===== src/common/iom_pkg.sv =====
// Purpose: Shared constants for the I/O pin function multiplexer
// Assumes: 32 pins, eight peripheral functions A to H
// Notes: Offsets are byte addresses on the register bus
package iom_pkg;
  // ---------------------------------------------------------------
  // Sizes
  // ---------------------------------------------------------------
  localparam int NPIN = 32;
  localparam int NFUNC = 8;
  localparam int AW = 8;
  // ---------------------------------------------------------------
  // Register offsets
  // ---------------------------------------------------------------
  localparam logic [7:0] OFF_DIR = 8'h00;
  localparam logic [7:0] OFF_OUT = 8'h04;
  localparam logic [7:0] OFF_IN = 8'h08;
  localparam logic [7:0] OFF_STAT = 8'h0C;
  localparam logic [7:0] OFF_PMUX = 8'h40;
  localparam logic [7:0] OFF_CFG = 8'h80;
  // Region codes from the address decoder
  localparam logic [2:0] RG_NONE = 3'h0;
  localparam logic [2:0] RG_DIR = 3'h1;
  localparam logic [2:0] RG_OUT = 3'h2;
  localparam logic [2:0] RG_IN = 3'h3;
  localparam logic [2:0] RG_STAT = 3'h4;
  localparam logic [2:0] RG_PMUX = 3'h5;
  localparam logic [2:0] RG_CFG = 3'h6;
  // ---------------------------------------------------------------
  // Field layout
  // ---------------------------------------------------------------
  localparam int CFG_EN_BIT = 0;
  localparam int CFG_INEN_BIT = 1;
  localparam int PMUX_EVEN_LSB = 0;
  localparam int PMUX_ODD_LSB = 4;
  // ---------------------------------------------------------------
  // Function codes and fixed pins
  // ---------------------------------------------------------------
  localparam logic [3:0] FUNC_B = 4'h1;
  localparam logic [3:0] FUNC_C = 4'h2;
  localparam logic [3:0] FUNC_G = 4'h6;
  localparam logic [3:0] FUNC_H = 4'h7;
  localparam int PIN_DBG_CLK = 30;
  localparam int PIN_DBG_DATA = 31;
  localparam int PMUX_DBG_IDX = 15;
  localparam logic [31:0] DBG_PIN_MASK = 32'hC000_0000;
  localparam logic [31:0] XOSC_PIN_MASK = 32'h0000_C000;
  localparam logic [31:0] XOSC32_PIN_MASK = 32'h0000_0003;
  // ---------------------------------------------------------------
  // Reset values and bus response codes
  // ---------------------------------------------------------------
  localparam logic [31:0] RST_DIR = 32'h0000_0000;
  localparam logic [31:0] RST_OUT = 32'h0000_0000;
  localparam logic [31:0] RST_CFG_EN = 32'h4000_0000;
  localparam logic [3:0] RST_SEL = 4'h0;
  localparam logic [1:0] RESP_OKAY = 2'h0;
  localparam logic [1:0] RESP_SLVERR = 2'h2;
endpackage : iom_pkg


===== src/hdl/iom_pin_slice.sv =====
// Purpose: Output stage of one pin: port, peripheral, analog or oscillator
// Assumes: Function choice already qualified by the caller
// Notes: Every output is registered
`timescale 1ns/1ns
module iom_pin_slice (
  input wire logic mclk,
  input wire logic reset,
  input wire logic ce,
  input wire logic gpio_out,
  input wire logic gpio_dir,
  input wire logic gpio_inen,
  input wire logic func_act,
  input wire logic [3:0] func_sel,
  input wire logic osc_own,
  input wire logic [7:0] fn_out,
  input wire logic [7:0] fn_oe,
  input wire logic pad_in,
  output logic pad_out,
  output logic pad_oe,
  output logic pad_ie,
  output logic pad_analog_en,
  output logic fn_active,
  output logic fn_in
);
  // ---------------------------------------------------------------
  // Pin ownership
  // ---------------------------------------------------------------
  // Oscillator first, then analog, then digital function, then port
  always_ff @(posedge mclk) begin
    if (reset) begin
      pad_out <= 1'b0;
      pad_oe <= 1'b0;
      pad_ie <= 1'b0;
      pad_analog_en <= 1'b0;
      fn_active <= 1'b0;
      fn_in <= 1'b0;
    end else if (ce) begin
      if (osc_own) begin
        pad_out <= 1'b0;
        pad_oe <= 1'b0;
        pad_ie <= 1'b0;
        pad_analog_en <= 1'b1;
        fn_active <= 1'b0;
        fn_in <= 1'b0;
      end else if (func_act && func_sel == iom_pkg::FUNC_B) begin
        pad_out <= 1'b0;
        pad_oe <= 1'b0;
        pad_ie <= 1'b0;
        pad_analog_en <= 1'b1;
        fn_active <= 1'b1;
        fn_in <= 1'b0;
      end else if (func_act) begin
        pad_out <= fn_out[func_sel[2:0]];
        pad_oe <= fn_oe[func_sel[2:0]];
        pad_ie <= 1'b1;
        pad_analog_en <= 1'b0;
        fn_active <= 1'b1;
        fn_in <= pad_in;
      end else begin
        pad_out <= gpio_out;
        pad_oe <= gpio_dir;
        pad_ie <= gpio_inen;
        pad_analog_en <= 1'b0;
        fn_active <= 1'b0;
        fn_in <= 1'b0;
      end
    end
  end
endmodule : iom_pin_slice


===== src/hdl/iom_pin_mux.sv =====
// Purpose: Pin function multiplexer with port registers and debug takeover
// Assumes: AXI4-Lite slave plus a single-cycle processor I/O bus
// Notes: Peripheral buses are flat, function f of pin n at f*32+n
`timescale 1ns/1ns
// How it works
// - A pin with no enabled function stays under port direction and output control.
// - A function reaches a pin only while its pin_config_n enable bit is one.
// - The even or odd select field of the shared mux register picks function A to H.
// - Function B cuts the digital driver and input so only the analog user has the pin.
// - The debug data function on pin 31 is live only while a debugger is present.
// - Reset hands pin 30 to the debug clock function so a probe can be seen.
// - Software may later move pin 30 to port control or another function.
// - Pin 31 is a plain pin until a debugger attaches, then takes the debug data function.
// - In debug mode software reads and writes of pins 30 and 31 port state are ignored.
// - Oscillator pins follow the system controller, not the function select.
// - The processor I/O bus completes each 32-bit load or store in one cycle.
module iom_pin_mux (
  input wire logic mclk,
  input wire logic reset,
  input wire logic ce,
  input wire logic s_axi_awvalid,
  output logic s_axi_awready,
  input wire logic [7:0] s_axi_awaddr,
  input wire logic [2:0] s_axi_awprot,
  input wire logic s_axi_wvalid,
  output logic s_axi_wready,
  input wire logic [31:0] s_axi_wdata,
  input wire logic [3:0] s_axi_wstrb,
  output logic s_axi_bvalid,
  input wire logic s_axi_bready,
  output logic [1:0] s_axi_bresp,
  input wire logic s_axi_arvalid,
  output logic s_axi_arready,
  input wire logic [7:0] s_axi_araddr,
  input wire logic [2:0] s_axi_arprot,
  output logic s_axi_rvalid,
  input wire logic s_axi_rready,
  output logic [31:0] s_axi_rdata,
  output logic [1:0] s_axi_rresp,
  input wire logic iob_sel,
  input wire logic iob_we,
  input wire logic [7:0] iob_addr,
  input wire logic [31:0] iob_wdata,
  output logic [31:0] iob_rdata,
  input wire logic debugger_present,
  input wire logic debug_mode,
  input wire logic osc_xosc_en,
  input wire logic osc_xosc32k_en,
  input wire logic [31:0] pad_in,
  output logic [31:0] pad_out,
  output logic [31:0] pad_oe,
  output logic [31:0] pad_ie,
  output logic [31:0] pad_analog_en,
  input wire logic [255:0] periph_out,
  input wire logic [255:0] periph_oe,
  output logic [31:0] periph_in,
  output logic [31:0] periph_func_active
);
  // ---------------------------------------------------------------
  // State
  // ---------------------------------------------------------------
  logic [31:0] dir_reg;
  logic [31:0] out_reg;
  logic [31:0] in_reg;
  logic [31:0] cfg_en_reg;
  logic [31:0] cfg_inen_reg;
  logic [3:0] sel_reg [iom_pkg::NPIN];
  logic dbg_prev_reg;
  logic wpend_reg;
  logic [7:0] waddr_reg;
  logic [31:0] wdata_reg;
  logic [3:0] wstrb_reg;
  logic [31:0] pin_act;
  logic [31:0] osc_own;
  logic [31:0] lock;
  logic iob_wr;
  logic wp_en;
  logic [7:0] wp_addr;
  logic [31:0] wp_data;
  logic [31:0] wp_mask;

  // ---------------------------------------------------------------
  // Decoding
  // ---------------------------------------------------------------
  // Region of an address, shared by reads and writes on both buses
  function automatic logic [2:0] region(input logic [7:0] a);
    if (a[1:0] != 2'h0) begin
      region = iom_pkg::RG_NONE;
    end else if (a[7]) begin
      region = iom_pkg::RG_CFG;
    end else if (a[6]) begin
      region = iom_pkg::RG_PMUX;
    end else if (a == iom_pkg::OFF_DIR) begin
      region = iom_pkg::RG_DIR;
    end else if (a == iom_pkg::OFF_OUT) begin
      region = iom_pkg::RG_OUT;
    end else if (a == iom_pkg::OFF_IN) begin
      region = iom_pkg::RG_IN;
    end else if (a == iom_pkg::OFF_STAT) begin
      region = iom_pkg::RG_STAT;
    end else begin
      region = iom_pkg::RG_NONE;
    end
  endfunction : region

  // Read value; debug pins read as zero while locked
  function automatic logic [31:0] read_word(input logic [7:0] a);
    logic [4:0] n;
    logic [3:0] k;
    n = a[6:2];
    k = a[5:2];
    read_word = 32'h0000_0000;
    case (region(a))
      iom_pkg::RG_DIR: read_word = dir_reg & ~lock;
      iom_pkg::RG_OUT: read_word = out_reg & ~lock;
      iom_pkg::RG_IN: read_word = in_reg & ~lock;
      iom_pkg::RG_STAT: read_word = {29'h0, pin_act[31], debugger_present, debug_mode};
      iom_pkg::RG_PMUX: begin
        if (!(debug_mode && k == 4'(iom_pkg::PMUX_DBG_IDX))) begin
          read_word = {24'h0, sel_reg[{k, 1'b1}], sel_reg[{k, 1'b0}]};
        end
      end
      iom_pkg::RG_CFG: begin
        if (!lock[n]) begin
          read_word = {30'h0, cfg_inen_reg[n], cfg_en_reg[n]};
        end
      end
      default: read_word = 32'h0000_0000;
    endcase
  endfunction : read_word

  // Debug lock and oscillator ownership
  assign lock = debug_mode ? iom_pkg::DBG_PIN_MASK : 32'h0000_0000;
  assign osc_own = (osc_xosc_en ? iom_pkg::XOSC_PIN_MASK : 32'h0000_0000)
                 | (osc_xosc32k_en ? iom_pkg::XOSC32_PIN_MASK : 32'h0000_0000);

  // ---------------------------------------------------------------
  // Write port: I/O bus first, parked AXI write otherwise
  // ---------------------------------------------------------------
  assign iob_wr = iob_sel && iob_we;
  assign wp_en = iob_wr || wpend_reg;
  assign wp_addr = iob_wr ? iob_addr : waddr_reg;
  assign wp_data = iob_wr ? iob_wdata : wdata_reg;
  assign wp_mask = iob_wr ? 32'hFFFF_FFFF
                 : {{8{wstrb_reg[3]}}, {8{wstrb_reg[2]}}, {8{wstrb_reg[1]}}, {8{wstrb_reg[0]}}};

  // Port direction and output
  always_ff @(posedge mclk) begin
    if (reset) begin
      dir_reg <= iom_pkg::RST_DIR;
      out_reg <= iom_pkg::RST_OUT;
    end else if (ce && wp_en) begin
      if (region(wp_addr) == iom_pkg::RG_DIR) begin
        dir_reg <= (dir_reg & ~(wp_mask & ~lock)) | (wp_data & wp_mask & ~lock);
      end
      if (region(wp_addr) == iom_pkg::RG_OUT) begin
        out_reg <= (out_reg & ~(wp_mask & ~lock)) | (wp_data & wp_mask & ~lock);
      end
    end
  end

  // Input sampling
  always_ff @(posedge mclk) begin
    if (reset) begin
      in_reg <= 32'h0000_0000;
    end else if (ce) begin
      in_reg <= pad_in;
    end
  end

  // Pin configuration and function select, with debugger takeover
  always_ff @(posedge mclk) begin
    if (reset) begin
      cfg_en_reg <= iom_pkg::RST_CFG_EN;
      cfg_inen_reg <= 32'h0000_0000;
      for (int i = 0; i < iom_pkg::NPIN; i++) begin
        sel_reg[i] <= (i == iom_pkg::PIN_DBG_CLK) ? iom_pkg::FUNC_G : iom_pkg::RST_SEL;
      end
      dbg_prev_reg <= 1'b0;
    end else if (ce) begin
      dbg_prev_reg <= debugger_present;
      if (wp_en && wp_mask[0] && region(wp_addr) == iom_pkg::RG_CFG
          && !lock[wp_addr[6:2]]) begin
        cfg_en_reg[wp_addr[6:2]] <= wp_data[iom_pkg::CFG_EN_BIT];
        cfg_inen_reg[wp_addr[6:2]] <= wp_data[iom_pkg::CFG_INEN_BIT];
      end
      if (wp_en && wp_mask[0] && region(wp_addr) == iom_pkg::RG_PMUX
          && !(debug_mode && wp_addr[5:2] == 4'(iom_pkg::PMUX_DBG_IDX))) begin
        sel_reg[{wp_addr[5:2], 1'b0}] <= wp_data[iom_pkg::PMUX_EVEN_LSB +: 4];
        sel_reg[{wp_addr[5:2], 1'b1}] <= wp_data[iom_pkg::PMUX_ODD_LSB +: 4];
      end
      // Attach wins over a software write in the same cycle
      if (debugger_present && !dbg_prev_reg) begin
        cfg_en_reg[iom_pkg::PIN_DBG_DATA] <= 1'b1;
        sel_reg[iom_pkg::PIN_DBG_DATA] <= iom_pkg::FUNC_H;
      end
    end
  end

  // ---------------------------------------------------------------
  // AXI4-Lite write channel
  // ---------------------------------------------------------------
  // Address and data taken together, parked, committed, then answered
  always_ff @(posedge mclk) begin
    if (reset) begin
      s_axi_awready <= 1'b0;
      s_axi_wready <= 1'b0;
      s_axi_bvalid <= 1'b0;
      s_axi_bresp <= iom_pkg::RESP_OKAY;
      wpend_reg <= 1'b0;
      waddr_reg <= 8'h00;
      wdata_reg <= 32'h0000_0000;
      wstrb_reg <= 4'h0;
    end else if (ce) begin
      s_axi_awready <= 1'b0;
      s_axi_wready <= 1'b0;
      if (s_axi_awready && s_axi_wready) begin
        wpend_reg <= 1'b1;
        waddr_reg <= s_axi_awaddr;
        wdata_reg <= s_axi_wdata;
        wstrb_reg <= s_axi_wstrb;
      end else if (wpend_reg && !iob_wr) begin
        wpend_reg <= 1'b0;
        s_axi_bvalid <= 1'b1;
        s_axi_bresp <= (region(waddr_reg) == iom_pkg::RG_NONE) ? iom_pkg::RESP_SLVERR
                                                               : iom_pkg::RESP_OKAY;
      end else if (s_axi_bvalid && s_axi_bready) begin
        s_axi_bvalid <= 1'b0;
      end else if (s_axi_awvalid && s_axi_wvalid && !s_axi_awready && !wpend_reg
                   && !s_axi_bvalid) begin
        s_axi_awready <= 1'b1;
        s_axi_wready <= 1'b1;
      end
    end
  end

  // ---------------------------------------------------------------
  // AXI4-Lite read channel and I/O bus read
  // ---------------------------------------------------------------
  always_ff @(posedge mclk) begin
    if (reset) begin
      s_axi_arready <= 1'b0;
      s_axi_rvalid <= 1'b0;
      s_axi_rdata <= 32'h0000_0000;
      s_axi_rresp <= iom_pkg::RESP_OKAY;
    end else if (ce) begin
      s_axi_arready <= 1'b0;
      if (s_axi_arready && s_axi_arvalid) begin
        s_axi_rvalid <= 1'b1;
        s_axi_rdata <= read_word(s_axi_araddr);
        s_axi_rresp <= (region(s_axi_araddr) == iom_pkg::RG_NONE) ? iom_pkg::RESP_SLVERR
                                                                  : iom_pkg::RESP_OKAY;
      end else if (s_axi_rvalid && s_axi_rready) begin
        s_axi_rvalid <= 1'b0;
      end else if (s_axi_arvalid && !s_axi_rvalid) begin
        s_axi_arready <= 1'b1;
      end
    end
  end

  // Load data one edge after the request
  always_ff @(posedge mclk) begin
    if (reset) begin
      iob_rdata <= 32'h0000_0000;
    end else if (ce && iob_sel && !iob_we) begin
      iob_rdata <= read_word(iob_addr);
    end
  end

  // ---------------------------------------------------------------
  // Pin slices
  // ---------------------------------------------------------------
  genvar p;
  generate
    for (p = 0; p < iom_pkg::NPIN; p++) begin : g_pin
      logic [7:0] fo;
      logic [7:0] fe;
      for (genvar f = 0; f < iom_pkg::NFUNC; f++) begin : g_fn
        assign fo[f] = periph_out[f * iom_pkg::NPIN + p];
        assign fe[f] = periph_oe[f * iom_pkg::NPIN + p];
      end
      // Enabled, legal code, and debug data gated by probe presence
      assign pin_act[p] = cfg_en_reg[p] && !sel_reg[p][3]
        && !(p == iom_pkg::PIN_DBG_DATA && sel_reg[p] == iom_pkg::FUNC_H
             && !debugger_present);
      iom_pin_slice u_slice (
        .mclk(mclk),
        .reset(reset),
        .ce(ce),
        .gpio_out(out_reg[p]),
        .gpio_dir(dir_reg[p]),
        .gpio_inen(cfg_inen_reg[p]),
        .func_act(pin_act[p]),
        .func_sel(sel_reg[p]),
        .osc_own(osc_own[p]),
        .fn_out(fo),
        .fn_oe(fe),
        .pad_in(pad_in[p]),
        .pad_out(pad_out[p]),
        .pad_oe(pad_oe[p]),
        .pad_ie(pad_ie[p]),
        .pad_analog_en(pad_analog_en[p]),
        .fn_active(periph_func_active[p]),
        .fn_in(periph_in[p])
      );
    end
  endgenerate

  // ---------------------------------------------------------------
  // Assertions
  // ---------------------------------------------------------------
  a_gpio_default: assert property (@(posedge mclk) disable iff (reset)
    ce && !pin_act[5] && !osc_own[5] |=> pad_oe[5] == $past(dir_reg[5])
      && pad_out[5] == $past(out_reg[5]))
    else $error("port does not own an unmuxed pin");
  a_enable_needed: assert property (@(posedge mclk) disable iff (reset)
    ce && !cfg_en_reg[4] |=> !periph_func_active[4])
    else $error("function active without enable");
  a_func_route: assert property (@(posedge mclk) disable iff (reset)
    ce && pin_act[4] && sel_reg[4] == iom_pkg::FUNC_C && !osc_own[4]
      |=> pad_out[4] == $past(periph_out[2 * iom_pkg::NPIN + 4]))
    else $error("function C not routed");
  a_analog_cut: assert property (@(posedge mclk) disable iff (reset)
    ce && pin_act[5] && sel_reg[5] == iom_pkg::FUNC_B
      |=> !pad_oe[5] && !pad_ie[5] && pad_analog_en[5])
    else $error("digital control left on analog pin");
  a_swdio_gate: assert property (@(posedge mclk) disable iff (reset)
    ce && !debugger_present && sel_reg[31] == iom_pkg::FUNC_H |=> !periph_func_active[31])
    else $error("debug data live without debugger");
  a_swclk_reset: assert property (@(posedge mclk)
    $fell(reset) |-> cfg_en_reg[30] && sel_reg[30] == iom_pkg::FUNC_G)
    else $error("debug clock not selected after reset");
  a_swclk_release: assert property (@(posedge mclk) disable iff (reset)
    ce && wp_en && wp_mask[0] && wp_addr == 8'hF8 && !wp_data[0] && !debug_mode
      && !(debugger_present && !dbg_prev_reg) |=> !cfg_en_reg[30])
    else $error("debug clock pin not released");
  a_swdio_attach: assert property (@(posedge mclk) disable iff (reset)
    ce && debugger_present && !dbg_prev_reg
      |=> cfg_en_reg[31] && sel_reg[31] == iom_pkg::FUNC_H ##1 !pad_oe[31] || pin_act[31])
    else $error("debug data not taken on attach");
  a_dbg_lock: assert property (@(posedge mclk) disable iff (reset)
    debug_mode && $stable(debug_mode) |-> dir_reg[31:30] == $past(dir_reg[31:30])
      && out_reg[31:30] == $past(out_reg[31:30]))
    else $error("debug pin port state changed in debug mode");
  a_osc_owned: assert property (@(posedge mclk) disable iff (reset)
    ce && osc_xosc_en |=> !pad_oe[14] && !pad_oe[15])
    else $error("oscillator pin driven by port");
  a_iob_store_load: assert property (@(posedge mclk) disable iff (reset)
    ce && iob_wr && iob_addr == iom_pkg::OFF_DIR && !debug_mode ##1 !wp_en
      ##1 ce && iob_sel && !iob_we && iob_addr == iom_pkg::OFF_DIR && !debug_mode
      |=> iob_rdata == $past(iob_wdata, 3))
    else $error("store then load not single cycle");
endmodule : iom_pin_mux


===== config.mk =====
export PLATFORM = sky130hd
export DESIGN_NAME = iom_pin_mux
export DESIGN_NICKNAME = d
export VERILOG_FILES = /design/src/common/iom_pkg.sv /design/src/hdl/iom_pin_slice.sv /design/src/hdl/iom_pin_mux.sv
export SDC_FILE = /design/constraint.sdc
export NUM_CORES = 2
export LEC_CHECK = 0
export ABC_AREA = 1
export BUFFER_PORTS_ARGS = -buffer_cell sky130_fd_sc_hd__buf_2
export CAP_MARGIN = 20
export CORE_AREA = 3 3 359 361
export CTS_BUF_LIST = sky130_fd_sc_hd__clkbuf_16
export DETAILED_ROUTE_END_ITERATION = 10
export DIE_AREA = 0 0 362 364
export HOLD_SLACK_MARGIN = 0.1
export PLACE_DENSITY_LB_ADDON = 0.08
export SYNTH_ARGS = -nofsm -noshare
export SYNTH_HDL_FRONTEND = slang
export SYNTH_HIERARCHICAL = 1
export SYNTH_SLANG_ARGS = --single-unit

===== constraint.sdc =====
create_clock -name mclk -period 5.25 [get_ports mclk]
set_clock_uncertainty 0.1 [all_clocks]
set_input_delay 0.2625 -clock mclk [delete_from_list [all_inputs] [get_ports mclk]]
set_output_delay 0.2625 -clock mclk [all_outputs]
set_load 0.01 [all_outputs]

-- Word-level counts from Yosys, hierarchy flattened
Memories as Yosys holds them, arrays and structs flattened.
Index checks and enable logic that the tools add are counted.
- equal/unequal tests: 65
- reduce and logical (&&, ||, !) cells: 159
- bitwise logic cells: 18
- order comparisons: 36
- mux-type cells: 777
- operators with widths (cell ; number):
    1-bit 2-to-1 mux ; 642
    32-bit case mux with 6 select lines ; 2
    32-bit AND ; 8
    1-bit binary-select mux with 3-bit select ; 64
    4-bit by 1-bit equality test with 1-bit output (second input constant) ; 32
    3-bit by 4-bit less-than comparator with 1-bit output (second input constant) ; 32
    32-bit 2-to-1 mux ; 4
    3-bit 2-to-1 mux ; 41
    1-bit logical AND ; 89
    32-bit bitwise mux ; 2
    8-bit by 4-bit equality test with 1-bit output (second input constant) ; 8
    32-bit inverter ; 2
    32-bit bitwise OR ; 2
    1-bit logical NOT ; 43
    1-bit binary-select mux with 5-bit select ; 7
    8-bit by 3-bit equality test with 1-bit output (second input constant) ; 4
    8-bit logical NOT ; 4
    3-bit equality test (second input constant) ; 8
    8-bit 2-to-1 mux ; 3
    5-bit by 6-bit less-than comparator with 1-bit output (second input constant) ; 3
    16-bit 2-to-1 mux ; 1
    16-bit by 2-bit bitwise OR with 16-bit output ; 1
    2-bit AND reduction ; 8
    2-bit nonzero test ; 8
    other kinds (17) ; 37
- bits of input ports: 656
- memory bits (writable): 128
- memories kept: 1
- logic and storage cells: 1267
- register bits: 470
- memories (memory ; depth ; bits a word ; read ports ; clocked after Yosys merged registers in ; write ports ; RTL line ; RTL):
    sel_reg ; 32 ; 4 ; 36 ; 0 ; 32 ; iom_pin_mux.sv:67 ; logic [3:0] sel_reg [iom_pkg::NPIN];

-- Depth between registers and ports, before layout
- word-level depth: 22
- mapped depth: 16
- gate-level depth less buffers: 14

-- Modules after synthesis
Netlist, hierarchy kept.
- modules (own cells, without submodules) (module ; area an instance (um^2) ; times used ; cells an instance):
    iom_pin_mux ; 20552.2 ; 1 ; 2956
    iom_pin_slice ; 459.2 ; 32 ; 83

-- Worst setup path before layout
OpenSTA, ideal clock, no wires.
- path type: input to register
- from: input port iob_sel
- to: memory sel_reg[16][0] (netlist: sel_reg[8][0]) (enable)
- data arrival time: 1.952 ns
- path slack: 2.890 ns
- stages on the path: 14
- path buffers: 1
- library setup time: 0.308 ns
- path through: nand2_2 buf_4 nand2_1 o21ai_2 nand2_1 nor2_1 nand2_1 nand3_1 nand3_2 nor2_2 nand2_4 nor2_4 nand2_2 nand2_1
- RTL lines (item ; RTL line ; RTL):
    start, declared ; iom_pin_mux.sv:40 ; input wire logic iob_sel,
    end, declared ; iom_pin_mux.sv:67 ;

==> results.yml <==
sta:
  slew-limit-headroom: 0.219
  drv_slew: 0
  worst_slack_ns: 1.84
  setup_tns_ns: 0
  finalHoldViolCount: 0
  max_freq_mhz: 293
  rsz0062_at_grt: "no"
  setup_violations: 0
  fin_crit_sh: 0.650
  fin_crit_ns: 3.41
  tightest_slew_ns: 1.17
  hold_ws_ns: 0.116
grt:
  grt_pass1_wl_um: 271000
  gr-usage-all-layers: 0.277
  grt_pass1_vias: 40000
  grt_max_degree: 153
  grt_overflow_total: 0
  antenna_found_initial: 26
min_path:
  hold_path.class: "in -> reg"
  worstHoldStart: "periph_oe[14]"
  min_to: "g_pin[14].u_slice/pad_oe$_SDFFE_PP0P_"
  min_path_cells: 9
power_and_ir_drop:
  pwr-share-clk: 0.465
  pwr-share-seq: 0.404
  p_leak_uw: 0.0218
  p_sw_frac: 0.284
  pwr_density_cell_mw_per_mm2: 256
  p_comb_frac: 0.131
  switchingPower_uw: 3460
  vdd_drop_max_mv: 0.242
  p_int_uw: 8700
synthesis:
  synth_commonest_cells: "1928 x nand2_1, 718 x nor2_1, 636 x inv_1, 468 x dfxtp_1, 406 x nand3_1"
  synth.area.top_cells: "dfxtp_1 27%, nand2_1 21%, edfxtp_1 11%, nor2_1 7.6%, inv_1 6.8%"
  async_flop_share: 0
  avgSynthCellArea_um2: 6.28
  ys_seq_elements: 596
  yosysWarnings: 6
  synth_flop_cell: "dfxtp_1"
  ys_types: 41
  synth_top_area_share: 0.266
  synth_cells: 5612
  synth_edf_count: 128
  yosysTopAreaCell: "dfxtp_1"
  yosysMostFrequentCell: "nand2_1"
  yosysSeqAreaShare: 0.375
  synth_area_mm2: 0.0352
clock_network:
  tritoncts_num_sinks: 596
  cts_root_buffer: "clkbuf_16"
  cts_inserted_buffers: 77
  clk_pin_slew_worst_paths_ns: 0.06
  clock_path_buffers: 3
  htree_num_levels: 3
  cts_tree: "done"
  insertion_delay_ns: 0.69
critical_path:
  r2r_start: "sel_reg[10][4]$_SDFFCE_PN0P_"
  arrival_ns: 3.90
  crit_top_cell: "nand2_1"
  rr_endpoint: "g_pin[21].u_slice/pad_oe$_SDFFE_PP0P_"
  rr_worst_depth: 11
  r2r_setup_slack_ns: 1.84
  start_kind: "flop"
  slowest_stage: "edfxtp_1"
  endpoint_kind: "flop"
  cp.required_ns: 5.74
  crit_path_max_fanout: 12
  worstPathCellList: "nand2_1 -> nand3_1 -> dlygate4sd3_1 -> nand2_1 -> nor2_2 -> dlygate4sd3_1 -> nand2_1 -> dlygate4sd3_1 -> nand2_1 -> nand2_1 -> a21oi_1"
  path_class: "reg -> reg"
  slowest_delay_ns: 0.85
final_layout:
  drive_gt1_frac: 0.197
  multi_input_area_mm2: 0.0183
  nNetsFinal: 7462
  final_core_util: 0.378
  design_area_mm2: 0.0475
  num-fill-cells: 14000
  register_area_mm2: 0.0132
  syn_to_final_growth_pct: 34.7
floorplan:
  rows: 130
  die_y_um: 364
  fp.dieW_um: 362
  ios: 921
  die_area_mm2: 0.132
  core-area_mm2: 0.126
  start_util: 0.280
placed_design:
  io_buffers: 912
  place_area_mm2: 0.0415
  routabilityCongestion: 0.948
  place_ws_ns: 1.45
  dp_hpwl_um: 146000
detailed_routing:
  drt-total-wl_um: 191000
  avgViaCountPerCell: 4.90
  vias: 41800
  ant_nets: 0
  firstDrtPassIters: 5
  drc: 0
  initialDrtViolationCount: 3188
  post_drt_wl_per_cell_um: 22.4
flow_run:
  cap_viol_max_count: 0
run_status:
  status: "finished clean"
## power groups by stage
stage / Clock [uW] / Combinational (uW) / Sequential (uW)
finish: 5650 / 1590 / 4920
global route: 5950 / 1730 / 4930
CTS: 5790 / 1580 / 4920
detailed placement: 0 / 1430 / 5020
global placement: 0 / 1440 / 5020
floorplan: 0 / 744 / 4930
## critical path: cells and delay by family, from the launching register on
family	cells	cell delay [ns]
and+or+nand+nor	7	0.57
buffers and inverters	3	1.66
DFF	1	0.85
AOI/OAI and AO/OA	1	0.12
## cells in the final DEF (no fill, tap or decap), types with 78 or more instances in the layout
cell type and count:
inv_1 647, clkbuf_16 78, nor2_1 713, dfxtp_1 468, nand2_1 1924, nor2_2 102
o21ai_0 227, nand3_1 404, edfxtp_1 128, dlygate4sd3_1 334, a21oi_1 362, buf_2 910
## cells by family (layout without fill, tap and decap cells)
group / Yosys count / after routing / synth area share
simple gates: 3290 / 3290 / 0.382
flops: 596 / 596 / 0.375
buf+inv: 926 / 2151 / 0.113
other cells: 1 / 40 / 0.000106
compound gates: 799 / 799 / 0.130
## repair_timing
action | 4_1_cts | 5_1_grt
endpoints found under the hold margin | 276 | 3
hold buffers | 333 | 1
gates resized for setup | 0 | 0
setup buffers | 0 | 0
setup endpoints to repair | 0 | 0
## how the worst max path moves through the flow
stage / start / to / cells past startpoint
floorplan: iob_sel / sel_reg[8][0]$_SDFFCE_PN0P_ / 14
global placement: s_axi_araddr[2] / s_axi_rdata[1]$_SDFFE_PP0P_ / 12
detailed placement: s_axi_araddr[2] / s_axi_rdata[1]$_SDFFE_PP0P_ / 12
CTS: sel_reg[9][0]$_SDFFCE_PN0P_ / g_pin[18].u_slice/pad_oe$_SDFFE_PP0P_ / 11
global route: waddr_reg[3]$_SDFFE_PP0P_ / cfg_en_reg[0]$_SDFFE_PP0P_ / 13
finish: sel_reg[10][4]$_SDFFCE_PN0P_ / g_pin[21].u_slice/pad_oe$_SDFFE_PP0P_ / 11
## metal layers
layer | GRT usage | part of all wire | vias to the layer above | routed length, um
li1 | - | - | 20200 | -
met1 | 0.342 | 0.41 | 19700 | 79200
met2 | 0.477 | 0.48 | 1533 | 91200
met3 | 0.0551 | 0.070 | 294 | 13400
met4 | 0.103 | 0.038 | 24 | 7280
met5 | 0 | 0.00084 | - | 161
## cell type report
cell class	count	share of cell area
Sequential cell	596	0.278
Multi-Input combinational cell	4119	0.385
Tap cell	1650	0.0435
Timing Repair Buffer	1293	0.175
Antenna cell	10	0.000527
Clock inverter	61	0.0143
Clock buffer	78	0.0411
Inverter	719	0.0621
## stage by stage
step	cells	total power (uW)
floorplan	5641	5670
global placement	8042	6450
detailed placement	8042	6450
CTS	8514	12300
global route	8519	12600
finish	8526	12200
No activity file was read; power rests on OpenSTA's default activity.
